File: src/rtl/crcu_defs.svh
`ifndef CRCU_DEFS_SVH
`define CRCU_DEFS_SVH

// APB address width and register byte offsets
`define CRCU_ADDR_W 12
`define CRCU_OFS_DATA 12'h000
`define CRCU_OFS_CTRL 12'h004
`define CRCU_OFS_INIT 12'h008
`define CRCU_OFS_GENERATOR_POLYNOMIAL 12'h00c

// Control register field positions
`define CRCU_CTRL_RESET 0
`define CRCU_CTRL_WSEL_LO 3
`define CRCU_CTRL_WSEL_HI 4
`define CRCU_CTRL_RIN_LO 5
`define CRCU_CTRL_RIN_HI 6
`define CRCU_CTRL_ROUT 7

// Reset values
`define CRCU_RST_CTRL 32'h0000_0000
`define CRCU_RST_INIT 32'hffff_ffff
`define CRCU_RST_GENERATOR_POLYNOMIAL 32'h04c1_1db7
`define CRCU_ZERO32 32'h0000_0000

// Byte-lane patterns accepted on the data register
`define CRCU_STRB_BYTE 4'h1
`define CRCU_STRB_HALF 4'h3
`define CRCU_STRB_WORD 4'hf

// Bit counts of data and generator widths
`define CRCU_NB_0 6'h00
`define CRCU_NB_1 6'h01
`define CRCU_NB_7 6'h07
`define CRCU_NB_8 6'h08
`define CRCU_NB_16 6'h10
`define CRCU_NB_32 6'h20

// Remainder masks per generator width
`define CRCU_MASK_32 32'hffff_ffff
`define CRCU_MASK_16 32'h0000_ffff
`define CRCU_MASK_8 32'h0000_00ff
`define CRCU_MASK_7 32'h0000_007f

`endif

File: src/rtl/crcu_pkg.sv
package crcu_pkg;
  `include "crcu_defs.svh"

  // Generator width select, in field encoding order
  typedef enum logic [1:0] {CRCU_W32, CRCU_W16, CRCU_W8, CRCU_W7} crcu_width_t;
  // Input reversal granularity, in field encoding order
  typedef enum logic [1:0] {CRCU_REV_NONE, CRCU_REV_BYTE, CRCU_REV_HALF, CRCU_REV_WORD} crcu_rev_t;
  // Sequencer states
  typedef enum logic {CRCU_IDLE, CRCU_SHIFT} crcu_state_t;

  // Number of remainder bits for a width select
  function automatic logic [5:0] width_bits(input crcu_width_t w);
    case (w)
      CRCU_W16: width_bits = `CRCU_NB_16;
      CRCU_W8: width_bits = `CRCU_NB_8;
      CRCU_W7: width_bits = `CRCU_NB_7;
      default: width_bits = `CRCU_NB_32;
    endcase
  endfunction

  // Mask that keeps only the live remainder bits
  function automatic logic [31:0] width_mask(input crcu_width_t w);
    case (w)
      CRCU_W16: width_mask = `CRCU_MASK_16;
      CRCU_W8: width_mask = `CRCU_MASK_8;
      CRCU_W7: width_mask = `CRCU_MASK_7;
      default: width_mask = `CRCU_MASK_32;
    endcase
  endfunction
endpackage

File: src/rtl/crcu_step.sv
`timescale 1ns/10ps
`include "crcu_defs.svh"

// One bit of polynomial division, MSB first
module crcu_step (
  input wire logic [31:0] crc_in,          // Current remainder
  input wire logic data_bit,               // Next message bit
  input wire logic [31:0] generator_polynomial,            // Generator coefficients
  input wire crcu_pkg::crcu_width_t wsel,  // Generator width select
  output logic [31:0] crc_out              // Remainder after the step
);

  logic [5:0] top_idx;
  logic feedback;
  logic [31:0] shifted;

  // Feeding the message bit into the top bit equals XORing the aligned word into the remainder up front
  always_comb begin
    top_idx = crcu_pkg::width_bits(wsel) - `CRCU_NB_1;
    feedback = crc_in[top_idx[4:0]] ^ data_bit;
    shifted = {crc_in[30:0], 1'b0};
    if (feedback) begin
      crc_out = (shifted ^ generator_polynomial) & crcu_pkg::width_mask(wsel);
    end else begin
      crc_out = shifted & crcu_pkg::width_mask(wsel);
    end
  end

endmodule

File: src/rtl/crcu_top.sv
`timescale 1ns/10ps
`include "crcu_defs.svh"

// Summary of operation
// - A new word starts from the held remainder combined by XOR with the data.
// - Each step shifts left, XORing the generator when the top bit is one.
// - An 8-bit generator takes eight steps per byte; 0xC1/0xCB/0xFF gives 0x4C.
// - One 32-bit readable and writable data register serves as input and result.
// - Writing the data register feeds a word; reading returns the latest checksum.
// - Each data write folds into the held remainder, accumulating one checksum.
// - A programmable initial-value register supplies the starting remainder.
// - Control holds a two-bit input reversal field and an output reversal bit.
// - Control holds a two-bit generator width field; a register holds coefficients.
// - Writing the control reset bit loads the initial value into the data register.
// - Reset leaves control at zero and the initial value at all ones.
// - The width field selects generators of 7, 8, 16 or 32 bits.
// - Data writes of 8, 16 or 32 bits process only the bits written.
module crcu_top (
  input wire logic ref_clk,                   // System clock, 25 MHz
  input wire logic rst_b,                     // Synchronous reset, active low
  input wire logic psel,                      // APB select
  input wire logic penable,                   // APB access phase
  input wire logic pwrite,                    // APB write when high
  input wire logic [`CRCU_ADDR_W-1:0] paddr,  // APB byte address
  input wire logic [31:0] pwdata,             // APB write data
  input wire logic [3:0] pstrb,               // APB byte lane strobes
  output logic [31:0] prdata,                 // APB read data
  output logic pready,                        // APB transfer done
  output logic pslverr                        // APB error response
);

  ////////////////////////////////////////////////////////////////////////////
  // Helper functions

  // Mirror all 32 bits
  function automatic logic [31:0] bit_rev32(input logic [31:0] d);
    logic [31:0] r;
    r = `CRCU_ZERO32;
    for (int i = 0; i < 32; i++) begin
      r[i] = d[31-i];
    end
    return r;
  endfunction

  // Written size in bits from the lane pattern, zero when unsupported
  // Only low-aligned byte, half-word and word writes are meaningful to the shifter
  function automatic logic [5:0] strb_bits(input logic [3:0] s);
    case (s)
      `CRCU_STRB_BYTE: strb_bits = `CRCU_NB_8;
      `CRCU_STRB_HALF: strb_bits = `CRCU_NB_16;
      `CRCU_STRB_WORD: strb_bits = `CRCU_NB_32;
      default: strb_bits = `CRCU_NB_0;
    endcase
  endfunction

  // Byte-lane merge for the configuration registers
  function automatic logic [31:0] lane_merge(input logic [31:0] old_v, input logic [31:0] new_v,
                                              input logic [3:0] s);
    logic [31:0] r;
    r = old_v;
    for (int b = 0; b < 4; b++) begin
      if (s[b]) begin
        r[8*b +: 8] = new_v[8*b +: 8];
      end
    end
    return r;
  endfunction

  // Input reversal; granularity is capped at the written size so no bits move out of the lane
  function automatic logic [31:0] rev_input(input logic [31:0] d, input crcu_pkg::crcu_rev_t mode,
                                             input logic [5:0] nb);
    logic [31:0] full;
    logic [31:0] r;
    full = bit_rev32(d);
    r = d;
    if (mode == crcu_pkg::CRCU_REV_BYTE || (mode != crcu_pkg::CRCU_REV_NONE && nb == `CRCU_NB_8)) begin
      r = {full[7:0], full[15:8], full[23:16], full[31:24]};
    end else if (mode == crcu_pkg::CRCU_REV_HALF || (mode == crcu_pkg::CRCU_REV_WORD && nb == `CRCU_NB_16)) begin
      r = {full[15:0], full[31:16]};
    end else if (mode == crcu_pkg::CRCU_REV_WORD) begin
      r = full;
    end
    return r;
  endfunction

  ////////////////////////////////////////////////////////////////////////////
  // Registers and wires

  // Programmed state, sequencer and bus response
  crcu_pkg::crcu_width_t wsel_r;
  crcu_pkg::crcu_rev_t rin_r;
  logic rout_r;
  logic [31:0] init_r;
  logic [31:0] generator_polynomial_r;
  logic [31:0] data_r;
  logic [31:0] data_nxt;
  crcu_pkg::crcu_state_t state_r;
  logic [5:0] cnt_r;
  logic [31:0] sdata_r;
  logic ack_r;
  logic err_r;
  logic [31:0] prdata_r;

  // Bus decode and datapath nets
  logic access;
  logic idle;
  logic data_go;
  logic ctrl_go;
  logic restart;
  logic done_edge;
  logic wr_ok;
  logic [`CRCU_ADDR_W-1:0] word_addr;
  logic hit_data;
  logic hit_ctrl;
  logic hit_init;
  logic hit_generator_polynomial;
  logic hit_any;
  logic [5:0] wr_bits;
  logic [31:0] ctrl_view;
  logic [31:0] wr_word;
  logic [31:0] wr_aligned;
  logic [31:0] step_out;

  ////////////////////////////////////////////////////////////////////////////
  // Address decode

  // Register map, one aligned word each, in byte addresses:
  //   000 checksum data, 004 checksum control, 008 initial value, 00c generator coefficients
  // Checksum control fields:
  //   bit 0 restart (reads zero), bits 4:3 generator width, bits 6:5 input reversal, bit 7 output mirror
  // Words outside the map answer with pslverr and read as zero

  // Low two address bits are ignored; each register is one aligned word
  assign word_addr = {paddr[`CRCU_ADDR_W-1:2], 2'b00};
  assign hit_data = (word_addr == `CRCU_OFS_DATA);
  assign hit_ctrl = (word_addr == `CRCU_OFS_CTRL);
  assign hit_init = (word_addr == `CRCU_OFS_INIT);
  assign hit_generator_polynomial = (word_addr == `CRCU_OFS_GENERATOR_POLYNOMIAL);
  assign hit_any = hit_data | hit_ctrl | hit_init | hit_generator_polynomial;
  assign wr_bits = strb_bits(pstrb);

  // Access phase, and the edge at which the transfer completes
  assign access = psel & penable;
  assign done_edge = access & ack_r;
  assign wr_ok = done_edge & pwrite & ~err_r;

  // Free to answer the bus only when the shifter has finished
  assign idle = (state_r == crcu_pkg::CRCU_IDLE);

  // Completed writes that start work; control only changes with its low byte lane
  assign data_go = wr_ok & hit_data;
  assign ctrl_go = wr_ok & hit_ctrl & pstrb[0];
  assign restart = ctrl_go & pwdata[`CRCU_CTRL_RESET];

  ////////////////////////////////////////////////////////////////////////////
  // APB handshake

  // Every access waits one registered cycle; no answer is given while shifting
  // Holding pready low is the only flow control, as there is no input buffer
  always_ff @(posedge ref_clk) begin
    if (!rst_b) begin
      ack_r <= 1'b0;
    end else if (ack_r) begin
      ack_r <= 1'b0;
    end else if (access && idle) begin
      ack_r <= 1'b1;
    end
  end

  // Error for unmapped words and for data writes of an unsupported size
  // Configuration writes never fail; lanes left unstrobed are simply not written
  always_ff @(posedge ref_clk) begin
    if (!rst_b) begin
      err_r <= 1'b0;
    end else if (ack_r) begin
      err_r <= 1'b0;
    end else if (access && idle) begin
      err_r <= ~hit_any | (pwrite & hit_data & (wr_bits == `CRCU_NB_0));
    end
  end

  // Control register as software sees it; the reset bit always reads zero
  always_comb begin
    ctrl_view = `CRCU_RST_CTRL;
    ctrl_view[`CRCU_CTRL_WSEL_HI:`CRCU_CTRL_WSEL_LO] = wsel_r;
    ctrl_view[`CRCU_CTRL_RIN_HI:`CRCU_CTRL_RIN_LO] = rin_r;
    ctrl_view[`CRCU_CTRL_ROUT] = rout_r;
  end

  // Read data is captured from flip-flops on the same edge that raises pready
  always_ff @(posedge ref_clk) begin
    if (!rst_b) begin
      prdata_r <= `CRCU_ZERO32;
    end else if (access && !ack_r && idle && !pwrite) begin
      if (hit_data) begin
        prdata_r <= rout_r ? bit_rev32(data_r) : data_r;
      end else if (hit_ctrl) begin
        prdata_r <= ctrl_view;
      end else if (hit_init) begin
        prdata_r <= init_r;
      end else if (hit_generator_polynomial) begin
        prdata_r <= generator_polynomial_r;
      end else begin
        prdata_r <= `CRCU_ZERO32;
      end
    end
  end

  // prdata and pready come straight from flip-flops; pslverr is ack_r ANDed with err_r
  assign prdata = prdata_r;
  assign pready = ack_r;
  assign pslverr = ack_r & err_r;

  ////////////////////////////////////////////////////////////////////////////
  // Configuration registers

  // Width select, reversal options; a byte-0 write updates them
  always_ff @(posedge ref_clk) begin
    if (!rst_b) begin
      wsel_r <= crcu_pkg::CRCU_W32;
      rin_r <= crcu_pkg::CRCU_REV_NONE;
      rout_r <= 1'b0;
    end else if (ctrl_go) begin
      wsel_r <= crcu_pkg::crcu_width_t'(pwdata[`CRCU_CTRL_WSEL_HI:`CRCU_CTRL_WSEL_LO]);
      rin_r <= crcu_pkg::crcu_rev_t'(pwdata[`CRCU_CTRL_RIN_HI:`CRCU_CTRL_RIN_LO]);
      rout_r <= pwdata[`CRCU_CTRL_ROUT];
    end
  end

  // Starting remainder for a new calculation
  always_ff @(posedge ref_clk) begin
    if (!rst_b) begin
      init_r <= `CRCU_RST_INIT;
    end else if (wr_ok && hit_init) begin
      init_r <= lane_merge(init_r, pwdata, pstrb);
    end
  end

  // Generator coefficients, implicit top term left out
  // The reset value is a common 32-bit generator, so an unprogrammed unit still gives a usable checksum
  always_ff @(posedge ref_clk) begin
    if (!rst_b) begin
      generator_polynomial_r <= `CRCU_RST_GENERATOR_POLYNOMIAL;
    end else if (wr_ok && hit_generator_polynomial) begin
      generator_polynomial_r <= lane_merge(generator_polynomial_r, pwdata, pstrb);
    end
  end

  ////////////////////////////////////////////////////////////////////////////
  // Data input path

  // Reverse, then left-align the written bits so the shifter takes the MSB first
  // A refused lane pattern never gets this far, since errored writes do not start the shifter
  always_comb begin
    wr_word = rev_input(pwdata, rin_r, wr_bits);
    case (wr_bits)
      `CRCU_NB_8: wr_aligned = {wr_word[7:0], 24'h00_0000};
      `CRCU_NB_16: wr_aligned = {wr_word[15:0], 16'h0000};
      default: wr_aligned = wr_word;
    endcase
  end

  // One division step per cycle
  // Width and coefficients cannot change mid-word, because the bus stalls while shifting
  crcu_step u_step (
    .crc_in(data_r),
    .data_bit(sdata_r[31]),
    .generator_polynomial(generator_polynomial_r),
    .wsel(wsel_r),
    .crc_out(step_out)
  );

  ////////////////////////////////////////////////////////////////////////////
  // Sequencer

  // Bit-serial: a word costs 32 cycles, traded for a single XOR stage of logic
  // A data write can only land while idle, so no word is ever dropped
  always_ff @(posedge ref_clk) begin
    if (!rst_b) begin
      state_r <= crcu_pkg::CRCU_IDLE;
      cnt_r <= `CRCU_NB_0;
    end else begin
      case (state_r)
        crcu_pkg::CRCU_IDLE: begin
          if (data_go) begin
            state_r <= crcu_pkg::CRCU_SHIFT;
            cnt_r <= wr_bits - `CRCU_NB_1;
          end
        end
        crcu_pkg::CRCU_SHIFT: begin
          if (cnt_r == `CRCU_NB_0) begin
            state_r <= crcu_pkg::CRCU_IDLE;
          end else begin
            cnt_r <= cnt_r - `CRCU_NB_1;
          end
        end
        default: begin
          // Unreachable encodings fall back to idle
          state_r <= crcu_pkg::CRCU_IDLE;
          cnt_r <= `CRCU_NB_0;
        end
      endcase
    end
  end

  // Message shifter feeding one bit per cycle
  always_ff @(posedge ref_clk) begin
    if (!rst_b) begin
      sdata_r <= `CRCU_ZERO32;
    end else if (idle && data_go) begin
      sdata_r <= wr_aligned;
    end else if (state_r == crcu_pkg::CRCU_SHIFT) begin
      sdata_r <= {sdata_r[30:0], 1'b0};
    end
  end

  ////////////////////////////////////////////////////////////////////////////
  // Remainder

  // The held remainder is never cleared by a data write, so words accumulate
  // Output mirroring lives on the read path only, so the held value stays unmirrored
  always_comb begin
    data_nxt = data_r;
    if (state_r == crcu_pkg::CRCU_SHIFT) begin
      data_nxt = step_out;
    end else if (restart) begin
      // A restart uses the width written in the same access, so one write resizes and reloads
      data_nxt = init_r & crcu_pkg::width_mask(
        crcu_pkg::crcu_width_t'(pwdata[`CRCU_CTRL_WSEL_HI:`CRCU_CTRL_WSEL_LO]));
    end
  end

  // Data register; after reset it already holds the default starting value
  // Bits above the generator width are cleared by the first step or by a restart
  always_ff @(posedge ref_clk) begin
    if (!rst_b) begin
      data_r <= `CRCU_RST_INIT;
    end else begin
      data_r <= data_nxt;
    end
  end

endmodule

File: config.mk
export PLATFORM = sky130hd
export DESIGN_NAME = crcu_top
export DESIGN_NICKNAME = d
export VERILOG_FILES = /design/src/rtl/crcu_pkg.sv /design/src/rtl/crcu_step.sv /design/src/rtl/crcu_top.sv
export VERILOG_INCLUDE_DIRS = /design/src /design/src/rtl
export SDC_FILE = /design/constraint.sdc
export NUM_CORES = 1
export LEC_CHECK = 0
export ABC_CLOCK_PERIOD_IN_PS = 2200
export BUFFER_PORTS_ARGS = -buffer_cell sky130_fd_sc_hd__buf_4
export CAP_MARGIN = 20
export CORE_ASPECT_RATIO = 0.9
export CORE_UTILIZATION = 55
export CTS_CLUSTER_DIAMETER = 80
export CTS_CLUSTER_SIZE = 28
export DETAILED_ROUTE_END_ITERATION = 7
export GPL_TIMING_DRIVEN = 0
export PLACE_DENSITY_LB_ADDON = 0.12
export SYNTH_ARGS = -nofsm -noshare
export SYNTH_HDL_FRONTEND = slang
export SYNTH_HIERARCHICAL = 1
export SYNTH_SLANG_ARGS = --single-unit
File: constraint.sdc
create_clock -name ref_clk -period 2.2 [get_ports ref_clk]
set_input_delay 0.22 -clock ref_clk [delete_from_list [all_inputs] [get_ports ref_clk]]
set_output_delay 0.22 -clock ref_clk [all_outputs]
set_load 0.01 [all_outputs]
---- After elaboration in Yosys (flattened, before gate mapping) ----
Index checks and enable logic that the tools add are counted.
cells by class
  bitwise operators ....................... 24
  muxes and demuxes ....................... 31
  reductions and logical operators ........ 29
  magnitude comparators ................... 1
  equal/unequal tests ..................... 19
  add/subtract/negate cells ............... 3
operators by type and width
  cell                   number
  $mux W32               17
  $pmux W32 S3           2
  $and A32 B32 Y32       3
  $pmux W32 S2           1
  $xor A32 B32 Y32       1
  $eq A10 B2 Y1 const B  2
  $pmux W6 S3            1
  $reduce_and A2 Y1      9
  $pmux W5 S3            1
  $eq A2 B2 Y1 const B   6
  $logic_not A12 Y1      1
  $logic_not A6 Y1       2
  $mux W6                2
  $pmux W6 S2            1
  $sub A6 B1 Y6 const B  2
  $and A1 B1 Y1          11
  $eq A10 B1 Y1 const B  1
  $logic_and A1 B1 Y1    9
  $eq A2 B1 Y1 const B   3
  $eq A6 B4 Y1 const B   1
  $eq A6 B5 Y1 const B   1
  $lt A5 B6 Y1 const B   1
  $reduce_bool A2 Y1     3
  $bmux W1 S5            1
  14 further kinds       25
storage, ports and cells
  output and inout bits ................... 34
  word-level logic and storage cells ...... 125
  register bits ........................... 174

---- Logic depth before layout (Yosys ltp) ----
  depth after elaboration ................. 12
  gate-level depth with buffers ........... 10

---- Modules after synthesis ----
The synthesis kept the hierarchy.
by module, submodules not included
  module     area each (um^2)  instances  cells an instance  sequential area each (um^2)
  crcu_top   9207.6            1          1071               3483.3
  crcu_step  874.6             1          151                0.0

---- Worst setup path after synthesis ----
Ideal clock, no wire load.
  path kind ............................... register to register
  start point ............................. reg state_r
  end point ............................... reg cnt_r[4]
  library setup time ...................... 0.070 ns
  data arrival time ....................... 2.251 ns
  required time ........................... 2.130 ns
  path slack .............................. -0.121 ns
  clock period less this slack ............ 2.321 ns
  stages on the path, launching flop included .. 11
  cells stage by stage .................... dfxtp_1 -> clkbuf_1 -> clkbuf_1 -> clkbuf_1 -> buf_1 -> nand2_1 -> ha_1 -> mux2i_1 -> o22ai_1 -> nand2_1 -> a21oi_1
on the way
  longest elaborated chain between the ends .. 3
ends and longest elaborated chain
  element                             line             text
  start, declared                     crcu_top.sv:97   crcu_pkg::crcu_state_t state_r;
  start signal, assigned              crcu_top.sv:280  state_r <= crcu_pkg::CRCU_IDLE;
  start signal, assigned              crcu_top.sv:286  state_r <= crcu_pkg::CRCU_SHIFT;
  start signal, assigned              crcu_top.sv:292  state_r <= crcu_pkg::CRCU_IDLE;
  $not A1 Y1                          -
  $ne A2 B1 Y1 (no source line)       -
  $reduce_and A2 Y1 (no source line)  -
  end signal, assigned                crcu_top.sv:281  cnt_r <= `CRCU_NB_0;
  end signal, assigned                crcu_top.sv:287  cnt_r <= wr_bits - `CRCU_NB_1;
  end signal, assigned                crcu_top.sv:294  cnt_r <= cnt_r - `CRCU_NB_1;
  end, declared                       crcu_top.sv:98   logic [5:0] cnt_r;
Parallel ways exist; a longest one is shown, timed or not.
A chain may end at the register's enable or synchronous reset.

---- Worst setup path in the final report ----
  start point ............................. reg state_r
  end point ............................... reg sdata_r[25]
on the way
  longest elaborated chain between the ends .. 3
ends and longest elaborated chain
  element                                                line             text
  $not A1 Y1                                             -
  $logic_and A1 B1 Y1                                    crcu_top.sv:310  end else if (idle && data_go) begin
  $mux W32 / $reduce_bool A2 Y1 (equally long branches)  -
  end signal, assigned                                   crcu_top.sv:309  sdata_r <= `CRCU_ZERO32;
  end signal, assigned                                   crcu_top.sv:311  sdata_r <= wr_aligned;
  end signal, assigned                                   crcu_top.sv:313  sdata_r <= {sdata_r[30:0], 1'b0};
  end, declared                                          crcu_top.sv:99   logic [31:0] sdata_r;
Parallel ways exist; a longest one is shown, timed or not.

==> flow_metrics.tcl <==
set metrics [dict create \
    antenna_found_initial 0 \
    hold_violations 0 \
    maxSlewHeadroom_pct 38.06 \
    cts-htree-levels 4 \
    coreArea_mm2 0.01778 \
    postCtsHoldBufs 0 \
    cp_cell_sequence "nand3b_1 > nor2_2 > nand2_1 > a2111oi_0 > a21oi_1" \
    dp_slack_ps -974.8 \
    synth.distinct_cells 72 \
    synthToLayoutAreaGrowth_pct 16.90 \
    clkTransAtPathRegs_ps 80 \
    grt-ovfl-total 0 \
    drc 0 \
    ys_ff_latch 174 \
    synth_top_area_share_pct 34.55 \
    layout.nets 1377 \
    drtAntennaViolNets 0 \
    fin_worst_skew_ps 10.67 \
    syn-instance-count 1222 \
    setup_slack_ps -90.30 \
    vias_per_cell 6.869 \
    setup_tns_ps -90.30 \
    dr_wl_met3_mm 5.137 \
    grt_pass1_wl_mm 57.21 \
    slew_violations 0 \
    synth_most_common_cell "nand2_1" \
    total_power_mw 7.165 \
    ys.flop_type "dfxtp_1" \
    met2WireLength_mm 15.70 \
    wl_met1_mm 16.18 \
    initial_core_util_pct 56.69 \
    hold_path.class "in2reg" \
    p_per_area_mw_per_mm2 607.9 \
    worstSkewPairLatency_ps 440 \
    ioPinCount 87 \
    grt_max_degree 18 \
    outcome "finished with violations" \
    cts_root_buf "clkbuf_16" \
    async_flop_share_pct 0 \
    groute.usage.overall_pct 41.43 \
    die_x_um 144.7 \
    crit_path_end_kind "register" \
    finalCritPeriodShare_pct 104.1 \
    yosys-top-cells-area "dfxtp_1, mux2i_1, nand2_1, o21ai_0, a21oi_1" \
    drv_cap 0 \
    port_buffers 73 \
    synth-seq-area-share_pct 34.55 \
    timing.rr.start "state_r" \
    cp-start-kind "register" \
    ir_worst_vdd_v 0.0005889 \
    synth_fp_nets 1276 \
    yosys-top-cells-count "nand2_1, dfxtp_1, mux2i_1" \
    cts_tree "yes" \
    worstMarginPinSlew_ps 929.2 \
    crit_buf_inv 0 \
    drive_above_1_share_pct 16.62 \
    leakagePower_nw 4.690 \
    clk_path_buf_depth 2 \
    synth_top_area_cell "dfxtp_1" \
    hold_start "pwdata[25]" \
    path_max_fanout 10 \
    fin_crit_ps 2290 \
    max_stage_delay_ps 650 \
    synth_edf_count 0 \
    top_layer_used "met4" \
    core.rowCount 46 \
    slowest_stage "a2111oi_0" \
    finalSetupViolCount 1 \
    yosysWarnings 6 \
    syn_area_per_cell_um2 8.251 \
    fmax_mhz 436.6 \
    cts_sinks 174 \
    die-area_mm2 0.01888 \
    worstPathRequired_ps 2500 \
    path_class "reg2reg" \
    arrival_ps 2590 \
    hold_slack_ps 91.95 \
    critPathTopFamily "simple AND/OR/NAND/NOR gates" \
    utilization_pct 66.27 \
    place_hpwl_mm 27.69 \
    die_h_um 130.4 \
    drt_iter0_drc 1670 \
    routedWlPerCell_um 24.74 \
    finalWeightedCongestion 0.9973 \
    drt_pass1_iterations 8 \
    first_global_vias 9506 \
    critPathLaunch "state_r" \
    syn_area_mm2 0.01008 \
    numCtsBuffers 17 \
    routed_wl_mm 39.01 \
    violations "negative setup slack" \
    vias 10833 \
]
[cells by family (layout without fill, tap and decap cells)]
| kind of cell | count (synthesis) | count (layout) | synth area share (%) |
|---|---|---|---|
| flip-flops | 174 | 174 | 34.55 |
| AO/OA/AOI/OAI | 406 | 406 | 27.53 |
| AND/OR/NAND/NOR | 364 | 364 | 16.91 |
| multiplexers | 144 | 144 | 14.95 |
| buffers and inverters | 123 | 237 | 4.989 |
| XOR/XNOR | 10 | 10 | 0.9432 |
| adder cells (fa/ha/maj) | 1 | 1 | 0.1241 |
| other | 0 | 1 | 0 |
[layout make-up]
cell class              instances  area (um^2)
repair buffers                 86        640.6
diodes                          1        2.502
multi-input cells             925         6178
plain buffers                 113        503.0
fillers                      1566         5998
well taps                     240        300.3
clock inverters                15        225.2
inverters                       6        22.52
flip-flops and latches        174         3488
clock buffers                  17        425.4
[flip-flops by register name, summed over array words and instances (netlist names)]
signal	cells
generator_polynomial_r	32
err_r	1
prdata	32
wsel_r	2
pready	1
state_r	1
cnt_r	6
init_r	32
rout_r	1
rin_r	2
sdata_r	32
data_r	32
[worst register-to-register path, delay by kind of cell, from the launching register on]
family           cells  cell delay (ps)
AO/OA/AOI/OAI        2              800
flip-flops           1              410
AND/OR/NAND/NOR      3              960
[metrics by stage]
step | cell area [um^2] | std cells
final | 11790 | 1577
after floorplan | 10080 | 1222
after CTS | 11720 | 1572
after detailed placement | 10940 | 1536
after global placement | 10930 | 1535
after global routing | 11780 | 1576
[cells in the final DEF, fill, tap and decap left out, drive strengths merged, types with 6 or more instances in the layout]
| cell type | synthesis | routed |
|---|---|---|
| o221ai | 25 | 25 |
| mux2 | 40 | 40 |
| clkbuf | 90 | 104 |
| a31oi | 16 | 16 |
| o21ai | 97 | 97 |
| nor2 | 78 | 78 |
| nand2 | 187 | 187 |
| a222oi | 27 | 27 |
| a221o | 19 | 19 |
| a21oi | 79 | 79 |
| a311oi | 6 | 6 |
| a21boi | 27 | 27 |
| inv | 6 | 13 |
| mux2i | 103 | 103 |
| xnor2 | 7 | 7 |
| a221oi | 8 | 8 |
| or3 | 18 | 18 |
| a211o | 7 | 7 |
| nand3 | 13 | 13 |
| a211oi | 18 | 18 |
| o22ai | 12 | 12 |
| a21o | 15 | 15 |
| buf | 27 | 112 |
| a22oi | 15 | 15 |
| nor2b | 20 | 20 |
| dfxtp | 174 | 174 |
| o211ai | 8 | 8 |
| nor3 | 11 | 11 |
[what timing repair did]
| action | CTS | global route |
|---|---|---|
| buffers inserted | 5 | 6 |
| gates resized for setup | 25 | 31 |
| pin swaps | 2 | 2 |
| setup endpoints to repair | 151 | 89 |
[routing by layer]
metal / vias to the layer above / global-route usage [%]
li1: 4759 / -
met1: 5125 / 57.45
met2: 807 / 57.32
met3: 142 / 11.37
met4: 0 / 23.90
met5: - / 0
[worst paths after layout]
check        cells after the start          end  slack, ps
min reg2reg                      2   sdata_r[0]        460
max reg2reg                      5  sdata_r[25]        -90
max                              5  sdata_r[25]        -90
min                              3   init_r[25]         90
[report_power, final]
group | total [mW] | switching [mW] | internal (mW)
Sequential | 3.19 | 0.0150 | 3.17
Clock | 3.41 | 1.47 | 1.95
Combinational | 0.562 | 0.386 | 0.177
Power figures use the tool's default switching activity.
